$ cat config.mk
export PLATFORM = sky130hd
export DESIGN_NAME = dec_counter_bank
export DESIGN_NICKNAME = d
export VERILOG_FILES = /design/src/inc/dec_pkg.sv /design/src/logic/dec_counter_bank.sv
export VERILOG_INCLUDE_DIRS = /design/src /design/src/inc
export SDC_FILE = /design/constraint.sdc
export NUM_CORES = 2
export LEC_CHECK = 0
export ABC_AREA = 1
export ABC_CLOCK_PERIOD_IN_PS = 4200
export BUFFER_PORTS_ARGS = -buffer_cell sky130_fd_sc_hd__buf_2
export CAP_MARGIN = 30
export CORE_MARGIN = 1.5
export CORE_UTILIZATION = 30
export DETAILED_ROUTE_END_ITERATION = 16
export SYNTH_ARGS = -nofsm -noshare
export SYNTH_HDL_FRONTEND = slang
export SYNTH_SLANG_ARGS = --single-unit
export TNS_END_PERCENT = 10
$ cat constraint.sdc
create_clock -name clk -period 4.2 [get_ports clk]
set_input_delay 0.63 -clock clk [delete_from_list [all_inputs] [get_ports clk]]
set_output_delay 0.63 -clock clk [all_outputs]
set_load 0.1 [all_outputs]
$ cat src/inc/dec_consts.svh
// named constants for the digital event counter bank
// assumes inclusion by bare name from package and design files
`ifndef DEC_CONSTS_SVH
`define DEC_CONSTS_SVH
`define DEC_NUM_CNT 8
`define DEC_CW 32
`define DEC_RST_WORD 32'h0000_0000
`define DEC_MAX_POS 32'h7fff_ffff
`define DEC_MAX_NEG 32'h8000_0000
`define DEC_REG_CTRL 12'h000
`define DEC_REG_IRQ_STAT 12'h004
`define DEC_REG_IRQ_EN 12'h008
`define DEC_REG_IRQ_CLR 12'h00c
`define DEC_REG_NV_STAT 12'h010
`define DEC_CNT_PAGE 4'h1
`define DEC_F_PRESET 3'h0
`define DEC_F_COMPARE 3'h1
`define DEC_F_ACC 3'h2
`define DEC_F_FROZEN 3'h3
`define DEC_F_FTIME 3'h4
`define DEC_IRQ_FRZ_LSB 0
`define DEC_IRQ_EQ_LSB 8
`define DEC_IRQ_NV_BIT 16
`define DEC_IRQ_W 17
`define DEC_NV_WORDS 5'h10
`define DEC_HTRANS_NONSEQ 2'h2
`endif

$ cat src/inc/dec_pkg.sv
// types for the digital event counter bank
// assumes dec_consts.svh is on the include path
`include "dec_consts.svh"
package dec_pkg;
   typedef enum logic [1:0] {NV_IDLE, NV_SAVE, NV_DONE} dec_nv_state_type;
   typedef logic signed [`DEC_CW-1:0] dec_count_type;
endpackage

$ cat src/logic/dec_counter_bank.sv
// bank of signed event counters with setpoint compare, freeze and nv save
// assumes operands come from same-clock logic, one pass per pass_strobe
//
// How it works
// (RL1) eight counters, identical, separate settings
// (RL2) count only rising edges of operands
// (RL3) up adds one, wraps max to min
// (RL4) down subtracts one, wraps min to max
// (RL5) exactly one of above/equal/below flags
// (RL6) block stops counting, forces flags low
// (RL7) on enable load preset or zero
// (RL8) preset-select rising edge loads preset
// (RL9) reset commands load preset or zero
// (RL10) freeze-reset captures value and time, resets
// (RL11) freeze-count captures value and time, continues
// (RL12) power loss saves values to nv storage
// (RL13) signed 32-bit, edges against previous pass
// (RL14) up plus down cancels; loads beat counting
`timescale 1ns/1ps
`include "dec_consts.svh"
`default_nettype none
module dec_counter_bank
   import dec_pkg::*;
#(
   parameter int NUM_CNT = `DEC_NUM_CNT
) (
   input wire logic clk,
   input wire logic srst,
   // ahb-lite slave
   input wire logic hsel,
   input wire logic [31:0] haddr,
   input wire logic [1:0] htrans,
   input wire logic hwrite,
   input wire logic [2:0] hsize,
   input wire logic [31:0] hwdata,
   input wire logic hready,
   output logic hreadyout,
   output logic [31:0] hrdata,
   output logic hresp,
   // operands from host logic
   input wire logic pass_strobe,
   input wire logic [NUM_CNT-1:0] up_op,
   input wire logic [NUM_CNT-1:0] down_op,
   input wire logic [NUM_CNT-1:0] block_op,
   input wire logic [NUM_CNT-1:0] preset_select_operand,
   input wire logic [NUM_CNT-1:0] reset_op,
   input wire logic [NUM_CNT-1:0] freeze_reset_op,
   input wire logic [NUM_CNT-1:0] freeze_count_op,
   input wire logic [31:0] timestamp,
   // compare results
   output logic [NUM_CNT-1:0] count_above_setpoint,
   output logic [NUM_CNT-1:0] count_equals_setpoint,
   output logic [NUM_CNT-1:0] count_below_setpoint,
   // power loss pin, nv write port and interrupt
   input wire logic power_fail_pin,
   output logic nv_we,
   output logic [4:0] nv_addr,
   output logic [31:0] nv_wdata,
   output logic irq
);

   // per counter settings and state
   dec_count_type preset_q [NUM_CNT]; // preset value
   dec_count_type compare_q [NUM_CNT]; // setpoint
   dec_count_type acc_q [NUM_CNT]; // accumulated count
   dec_count_type acc_d [NUM_CNT];
   dec_count_type frozen_q [NUM_CNT]; // frozen count
   logic [31:0] ftime_q [NUM_CNT]; // frozen time stamp
   dec_count_type load_val [NUM_CNT]; // preset or zero
   logic [NUM_CNT-1:0] en_q; // software enables
   logic [NUM_CNT-1:0] en_prev_q; // enable seen at last pass
   // operand values of the previous pass
   logic [NUM_CNT-1:0] up_prev_q, dn_prev_q, pre_prev_q;
   logic [NUM_CNT-1:0] rst_prev_q, frs_prev_q, frc_prev_q;
   // rising edges of this pass
   logic [NUM_CNT-1:0] up_rise, dn_rise, pre_rise, rst_rise, frs_rise, frc_rise;
   logic [NUM_CNT-1:0] en_rise, run, load_cmd, frz_cmd, eq_prev_q;

   // edge detection against previous pass
   assign up_rise = up_op & ~up_prev_q; // RL2
   assign dn_rise = down_op & ~dn_prev_q; // RL2
   assign pre_rise = preset_select_operand & ~pre_prev_q; // RL8
   assign rst_rise = reset_op & ~rst_prev_q;
   assign frs_rise = freeze_reset_op & ~frs_prev_q;
   assign frc_rise = freeze_count_op & ~frc_prev_q;
   assign en_rise = en_q & ~en_prev_q;
   assign run = en_q & ~en_rise;
   assign load_cmd = run & (rst_rise | frs_rise); // RL9
   assign frz_cmd = {NUM_CNT{pass_strobe}} & run & (frs_rise | frc_rise); // RL10 RL11

   // next count per counter
   always_comb begin
      for (int i = 0; i < NUM_CNT; i++) begin
         load_val[i] = preset_select_operand[i] ? preset_q[i] : `DEC_RST_WORD; // RL7 RL9
         acc_d[i] = acc_q[i];
         if (!pass_strobe) begin
            acc_d[i] = acc_q[i]; // only act once per pass, RL13
         end else if (en_rise[i] || load_cmd[i]) begin
            acc_d[i] = load_val[i]; // RL7 RL9 RL10 RL14
         end else if (run[i] && pre_rise[i]) begin
            acc_d[i] = preset_q[i]; // RL8 RL14
         end else if (run[i] && !block_op[i]) begin
            if (up_rise[i] && !dn_rise[i]) begin
               // RL3
               acc_d[i] = (acc_q[i] == `DEC_MAX_POS) ? `DEC_MAX_NEG : acc_q[i] + 32'sh1;
            end else if (dn_rise[i] && !up_rise[i]) begin
               // RL4
               acc_d[i] = (acc_q[i] == `DEC_MAX_NEG) ? `DEC_MAX_POS : acc_q[i] - 32'sh1;
            end
         end
      end
   end

   // counters and freeze captures; edge history is kept in the next block
   always_ff @(posedge clk) begin
      for (int i = 0; i < NUM_CNT; i++) begin // RL1
         if (srst) begin
            acc_q[i] <= `DEC_RST_WORD;
            frozen_q[i] <= `DEC_RST_WORD;
            ftime_q[i] <= `DEC_RST_WORD;
         end else begin
            acc_q[i] <= acc_d[i];
            if (frz_cmd[i]) begin
               frozen_q[i] <= acc_q[i]; // RL10 RL11
               ftime_q[i] <= timestamp;
            end
         end
      end
   end

   // previous-pass operand values
   always_ff @(posedge clk) begin
      if (srst) begin
         {up_prev_q, dn_prev_q, pre_prev_q} <= '0;
         {rst_prev_q, frs_prev_q, frc_prev_q, en_prev_q} <= '0;
      end else if (pass_strobe) begin
         {up_prev_q, dn_prev_q, pre_prev_q} <= {up_op, down_op, preset_select_operand}; // RL13
         {rst_prev_q, frs_prev_q, frc_prev_q} <= {reset_op, freeze_reset_op, freeze_count_op};
         en_prev_q <= en_q;
      end
   end

   // setpoint compare flags, held low when blocked or disabled
   always_ff @(posedge clk) begin
      for (int i = 0; i < NUM_CNT; i++) begin
         if (srst || block_op[i] || !en_q[i]) begin
            count_above_setpoint[i] <= 1'b0; // RL6
            count_equals_setpoint[i] <= 1'b0;
            count_below_setpoint[i] <= 1'b0;
         end else begin
            count_above_setpoint[i] <= acc_q[i] > compare_q[i]; // RL5
            count_equals_setpoint[i] <= acc_q[i] == compare_q[i];
            count_below_setpoint[i] <= acc_q[i] < compare_q[i];
         end
      end
   end

   // power-fail pin synchroniser and nv save sequencer
   logic pf_s1_q, pf_s2_q, pf_s3_q;
   dec_nv_state_type nv_state_q;
   logic [4:0] nv_idx_q; // word being saved
   logic nv_done_pulse;
   wire pf_rise = pf_s2_q & ~pf_s3_q;
   wire [2:0] nv_cnt = nv_idx_q[2:0];
   assign nv_done_pulse = (nv_state_q == NV_SAVE) && (nv_idx_q == `DEC_NV_WORDS - 5'h1);

   always_ff @(posedge clk) begin
      if (srst) begin
         {pf_s1_q, pf_s2_q, pf_s3_q} <= 3'h0;
      end else begin
         {pf_s1_q, pf_s2_q, pf_s3_q} <= {power_fail_pin, pf_s1_q, pf_s2_q};
      end
   end

   // writes acc words 0..7 then frozen words 8..15, one per clock
   always_ff @(posedge clk) begin
      if (srst) begin
         nv_state_q <= NV_IDLE;
         nv_idx_q <= 5'h0;
         nv_we <= 1'b0;
         nv_addr <= 5'h0;
         nv_wdata <= `DEC_RST_WORD;
      end else begin
         nv_we <= 1'b0;
         case (nv_state_q)
            NV_IDLE: begin
               if (pf_rise) begin
                  nv_state_q <= NV_SAVE; // RL12
                  nv_idx_q <= 5'h0;
               end
            end
            NV_SAVE: begin
               nv_we <= 1'b1; // RL12
               nv_addr <= nv_idx_q;
               nv_wdata <= nv_idx_q[3] ? frozen_q[nv_cnt] : acc_q[nv_cnt];
               nv_idx_q <= nv_idx_q + 5'h1;
               if (nv_done_pulse) begin
                  nv_state_q <= NV_DONE;
               end
            end
            NV_DONE: begin
               nv_state_q <= NV_DONE; // stays until reset
            end
            default: begin
               nv_state_q <= NV_IDLE;
            end
         endcase
      end
   end

   // ahb-lite address phase capture
   logic [11:0] wa_q; // write address held for data phase
   logic wr_pend_q;
   wire addr_ok = hsel & hready & (htrans == `DEC_HTRANS_NONSEQ);
   wire [11:0] ra = haddr[11:0];
   wire rd_page = (ra[11:8] == `DEC_CNT_PAGE);
   wire [2:0] rd_cnt = ra[7:5];
   wire [2:0] rd_fld = ra[4:2];
   wire wr_page = (wa_q[11:8] == `DEC_CNT_PAGE);
   wire [2:0] wr_cnt = wa_q[7:5];
   wire [2:0] wr_fld = wa_q[4:2];
   logic [`DEC_IRQ_W-1:0] ist_q, ien_q, ist_ev, ist_clr;
   logic [31:0] rd_word;

   // read decode, unmapped reads as zero
   always_comb begin
      rd_word = 32'h0;
      if (rd_page) begin
         case (rd_fld)
            `DEC_F_PRESET: rd_word = preset_q[rd_cnt];
            `DEC_F_COMPARE: rd_word = compare_q[rd_cnt];
            `DEC_F_ACC: rd_word = acc_q[rd_cnt];
            `DEC_F_FROZEN: rd_word = frozen_q[rd_cnt];
            `DEC_F_FTIME: rd_word = ftime_q[rd_cnt];
            default: rd_word = 32'h0;
         endcase
      end else begin
         case (ra)
            `DEC_REG_CTRL: rd_word = {{(32-NUM_CNT){1'b0}}, en_q};
            `DEC_REG_IRQ_STAT: rd_word = {{(32-`DEC_IRQ_W){1'b0}}, ist_q};
            `DEC_REG_IRQ_EN: rd_word = {{(32-`DEC_IRQ_W){1'b0}}, ien_q};
            `DEC_REG_NV_STAT: rd_word = {30'h0, nv_state_q == NV_DONE, nv_state_q == NV_SAVE};
            default: rd_word = 32'h0;
         endcase
      end
   end

   // bus response: zero wait, always okay, read data latched at address phase
   always_ff @(posedge clk) begin
      if (srst) begin
         hreadyout <= 1'b1;
         hresp <= 1'b0;
         hrdata <= 32'h0;
         wr_pend_q <= 1'b0;
         wa_q <= 12'h0;
      end else begin
         hreadyout <= 1'b1;
         hresp <= 1'b0;
         wr_pend_q <= addr_ok & hwrite;
         if (addr_ok) begin
            wa_q <= ra;
            hrdata <= hwrite ? 32'h0 : rd_word;
         end
      end
   end

   // register writes in the data phase
   wire wr_now = wr_pend_q;
   always_ff @(posedge clk) begin
      if (srst) begin
         en_q <= '0;
         ien_q <= '0;
         for (int i = 0; i < NUM_CNT; i++) begin
            preset_q[i] <= `DEC_RST_WORD;
            compare_q[i] <= `DEC_RST_WORD;
         end
      end else if (wr_now) begin
         if (wr_page && wr_fld == `DEC_F_PRESET) begin
            preset_q[wr_cnt] <= hwdata;
         end else if (wr_page && wr_fld == `DEC_F_COMPARE) begin
            compare_q[wr_cnt] <= hwdata;
         end else if (!wr_page && wa_q == `DEC_REG_CTRL) begin
            en_q <= hwdata[NUM_CNT-1:0];
         end else if (!wr_page && wa_q == `DEC_REG_IRQ_EN) begin
            ien_q <= hwdata[`DEC_IRQ_W-1:0];
         end
      end
   end

   // sticky status: set beats clear
   assign ist_ev[`DEC_IRQ_FRZ_LSB +: NUM_CNT] = frz_cmd;
   assign ist_ev[`DEC_IRQ_EQ_LSB +: NUM_CNT] = count_equals_setpoint & ~eq_prev_q;
   assign ist_ev[`DEC_IRQ_NV_BIT] = nv_done_pulse;
   assign ist_clr = (wr_now && !wr_page && wa_q == `DEC_REG_IRQ_CLR) ?
                    hwdata[`DEC_IRQ_W-1:0] : '0;
   always_ff @(posedge clk) begin
      if (srst) begin
         ist_q <= '0;
         eq_prev_q <= '0;
         irq <= 1'b0;
      end else begin
         ist_q <= (ist_q & ~ist_clr) | ist_ev;
         eq_prev_q <= count_equals_setpoint;
         irq <= |(ist_q & ien_q);
      end
   end
endmodule
`default_nettype wire

# Yosys cells after proc, flatten, opt, wreduce, memory -nomap -nowiden
# Memory sizes are Yosys's and may differ from the RTL's. A register that Yosys moved wholly into a read port is not among the register bits.
# Cells that the tools add are included.
dict set report totals {
  ff_bits 224
  ramBits 1280
  out_inout_bits 97
  memories 5
}
dict set report classes {
  n_addsub 17
  order_cmp 16
  eq_ne 42
  muxes 154
  bitwise_logic 59
  reduce_logical 109
}
# name depth width rd rd_clocked_by_memory_dff write_ports line
set mem_list {}
lappend mem_list {acc_q 8 32 10 1 8 dec_counter_bank.sv:65} ;# dec_count_type acc_q [NUM_CNT];
lappend mem_list {compare_q 8 32 9 0 8 dec_counter_bank.sv:64} ;# dec_count_type compare_q [NUM_CNT];
lappend mem_list {frozen_q 8 32 2 1 8 dec_counter_bank.sv:67} ;# dec_count_type frozen_q [NUM_CNT];
lappend mem_list {ftime_q 8 32 1 0 8 dec_counter_bank.sv:68} ;# logic [31:0] ftime_q [NUM_CNT];
lappend mem_list {preset_q 8 32 9 0 8 dec_counter_bank.sv:63} ;# dec_count_type preset_q [NUM_CNT];
# op n
set ops {}
lappend ops {{two-way mux 32 bit} 101}
lappend ops {{adder 32 x 1 -> 32 bit, second input constant} 8}
lappend ops {{== test 32 x 31 -> 1 bit, second input constant} 8}
lappend ops {{== test 32 bit} 8}
lappend ops {{== test 32 bit, second input constant} 8}
lappend ops {{> comparator 32 bit} 8}
lappend ops {{< comparator 32 bit} 8}
lappend ops {{subtractor 32 x 1 -> 32 bit, second input constant} 8}
lappend ops {{one-hot mux 32 bit (5 select lines)} 1}
lappend ops {{AND 8 bit} 12}
lappend ops {{NOT 8 bit} 9}
lappend ops {{one-hot mux 17 bit (4 select lines)} 1}
lappend ops {{OR reduction 32 bit} 2}
lappend ops {{logical AND 1 bit} 39}
lappend ops {{two-way mux 1 bit} 39}
lappend ops {{== test 12 x 4 -> 1 bit, second input constant} 3}
lappend ops {{AND 17 bit} 2}
lappend ops {{logical NOT 1 bit} 33}
lappend ops {{logical NOT 12 bit} 2}
lappend ops {{logical OR 1 bit} 24}
lappend ops {{bitwise OR 1 bit} 24}
lappend ops {{two-way mux 3 bit} 6}
lappend ops {{two-way mux 17 bit} 1}
lappend ops {{NOT 17 bit} 1}
lappend ops {{other kinds (26)} 41}

# Longest topological paths before layout
dict set report depth {
  word_depth 11
  depth_mapped 15
  depth_no_buf 15
}

# Least setup slack after synthesis
# Ideal clock, no wire load.
dict set report synth_timing {
  path_kind {input -> register}
  startpoint {in srst}
  endpoint {mem frozen_q[3][0] (netlist name), enable pin}
  setup_time_ns 0.689
  t_arrival_ns 2.582
  required_time_ns 3.511
  setup_slack_ns 0.929
  stages 5
  path_cell_list {inv_1 buf_2 clkbuf_1 clkbuf_1 nand2_1}
}
# element line
set synth_lines {}
lappend synth_lines {{start: declaration} dec_counter_bank.sv:28} ;# input wire logic srst,
lappend synth_lines {{end: declaration} dec_counter_bank.sv:67}

==> reports/metrics.csv <==
metric;value;unit
synth.area.mux_share;0;%
post-route-period-util;76.3;%
cts_tree;yes;
met3_usage;9.12;%
start_util;30.1;%
syn_area_per_cell;6.99;sq um
ios;261;
worstPathArrival;4.05;ns
worst_setup_path_start_kind;flop;
placed_area;106000;sq um
grt_overflow;0;
setup_viol;0;
drive_gt1_share;7.67;%
first_global_vias;96100;
routed_wl;602;mm
maxCapViolations;0;
htree_levels;4;
grt_pass1_wl;804;mm
fp-row-count;211;
synthToLayoutAreaGrowth;13.8;%
run_status;finished clean;
synth_top_family_by_area;simple AND/OR/NAND/NOR gates;
synthArstFlopShare;0;%
required;5.05;ns
drc;0;
hold_viol;0;
nNetsFinal;14600;
power.internal;28000;uW
synth_top_cell_by_area;edfxtp_1;
power_frac_comb;18.4;%
grt_busiest_layer;met2;
seqPwrFrac;40.1;%
clk_root_buffer_cell;clkbuf_16;
placedCellCount;18300;
antenna_found_initial;46;
hpwlAfterDp;457;mm
yosys_warnings;0;
syn-instance-count;14200;
syn-cell-area;99500;sq um
synth-compound-area-share;17.7;%
synth_cell_type_count;60;
fin_tns_setup;0;ns
synth-seq-area-share;40.6;%
yosys.area_share.simple;28.2;%
layout_commonest_cell;nor2_1;
seq_area;40400;sq um
power_leakage;0.0483;uW
wire_per_inst;32.1;um
gp_congestion;1.10;
final_core_util;34.3;%
antenna_left;0;
cts_sinks;1507;
synth.top_cell.area_share;30.9;%
grt_max_degree;115;
crit_path_end_kind;flop;
grt_setup_unrepaired;false;
fillers;35700;
fin_area;113000;sq um
die-width;579;um
post_cts_resized;0;
via_per_inst;5.78;
numPortBuffers;235;
power_frac_clock;41.5;%
cts_buffers;188;
crit_fanout;9;
hold_path_class;input pin to flop;
p_per_area;371;nW/um^2
drt_iter0_drc;17000;
switchingPower;14000;uW
num_vias;108000;
path_class;flop to flop;
worstMarginPinSlew;1.12;ns
core_area;330000;sq um
synth_edf_count;1024;
max-slew-margin-rel;25.3;%
max_freq;0.312;GHz
swShare;33.3;%
grt_use_met2;49.5;%
finClkSkew;0.0934;ns
slew_violations;0;
dieArea;335000;sq um
synth_ff_type;edfxtp_1;
synthAdderAreaFrac;3.70;%
gr-usage-all-layers;34.6;%
first_pass_iters;6;
dieHeight;579;um
fin_cells;18700;
multi_input_area;50400;sq um
layout_common_cells;nor2_1 (2,825), nand2_1 (2,479), o21ai_0 (1,410);
peakVddDrop;0.000378;V
use_met1;43.4;%
clockBufferDepth;4;
clock_latency;0.97;ns
yosys-top-cells-area;edfxtp_1 (31%), nor2_1 (11%), dfxtp_1 (9.7%);
ys_ff_latch;1507;
clk_pin_slew_worst_paths;0.07;ns
finalCriticalPeriod;3.20;ns
postCtsSetupRepairBufs;0;
syn_nets;14700;
synth_xor_area_share;0.845;%
-- cell families after synthesis --
group / count (synthesis)
compound gates: 3257
buf+inv: 2206
simple gates: 6868
fa+ha+maj: 294
flops: 1507
xor+xnor: 96
other cells: 2
-- power by group through the flow --
stage / logic [uW] / registers (uW) / clock network, uW
2_1_floorplan: 3480 / 17900 / 0
3_3_place_gp: 7350 / 17100 / 0
3_5_place_dp: 7390 / 17100 / 0
4_1_cts: 7440 / 16800 / 17400
5_1_grt: 8000 / 16900 / 17900
6_report: 7730 / 16800 / 17400
-- synthesized netlist by cell type, types with 3 or more instances --
library cell  count
clkbuf_2         15
xor2_1           93
nand3_2           3
dfxtp_1         483
o221ai_1         24
or2_2             6
a21oi_1        1196
nor2_1         2829
nand4_1         114
nor2_2           22
nor3_4            3
o31ai_1           3
o21bai_1         22
nor2_4            8
edfxtp_1       1024
nor3_1           62
buf_4            15
nor4_1            7
o21a_1           10
o22ai_1          27
clkinv_1         34
o21ai_0        1411
nand2_1        2487
inv_1          1171
a211oi_1         10
nand3_1        1302
nand3b_1          6
o21ai_1          47
buf_6            22
buf_2           252
o211ai_1        224
xnor2_1           3
a31oi_1         237
buf_8             3
a21oi_2          17
a2bb2oi_1        17
nor3_2            8
buf_1            72
clkbuf_1        595
ha_1            294
inv_2            26
-- sequential cells by signal, indices dropped and copies added (netlist names), 12 cells and up, named ones only --
signal     cells
acc_q        256
compare_q    256
frozen_q     256
ftime_q      256
preset_q     256
hrdata        32
nv_wdata      32
ien_q         17
ist_q         17
wa_q          12
-- routing by layer --
metal  vias up  part of all wire, %
met4        36                   10
li1      47700                    -
met2      7243                   41
met5         -                0.042
met3      1558                   12
met1     51800                   38
-- cell type report --
class / instances / share of cell area [%]
Multi-Input combinational cell: 10500 / 44.5
Sequential cell: 1507 / 35.7
Timing Repair Buffer: 719 / 5.12
Tap cell: 4366 / 4.82
Clock buffer: 248 / 4.61
Inverter: 1232 / 4.13
Clock inverter: 100 / 1.02
Antenna cell: 49 / 0.108
-- per-stage QoR --
step           hold WS [ns]  power, uW  setup WS, ns
2_1_floorplan         0.388      21300         0.929
3_3_place_gp          0.397      24500         0.649
3_5_place_dp          0.400      24500         0.666
4_1_cts             0.00280      41700          1.12
5_1_grt              0.0264      42800         0.949
6_report             0.0271      42000         0.997
-- timing repair --
| item | 4_1_cts | 5_1_grt |
|---|---|---|
| endpoints found under the setup margin | 0 | 0 |
| hold buffers | 48 | 0 |
| endpoints found under the hold margin | 48 | 0 |
-- critical path: stages (launching register included) --
cell	delay (ns)
dfxtp_1	0.73
inv_1	0.40
o21ai_0	0.24
a21oi_1	0.15
o21ai_0	0.71
nand3_1	0.14
nand3_1	0.47
o211ai_1	0.17
inv_1	0.08
-- worst paths after layout --
path / depth (start not counted) / start / slack [ns] / end
setup / recovery: 8 / acc_q[7][17] / 1.0 / nv_wdata[17]
hold / removal: 3 / hwdata[12] / 0.03 / ien_q[12]
setup reg to reg: 8 / acc_q[7][17] / 1.0 / nv_wdata[17]
hold reg to reg: 2 / pf_s1_q / 0.41 / pf_s2_q
(Power assumes the default switching activity.)
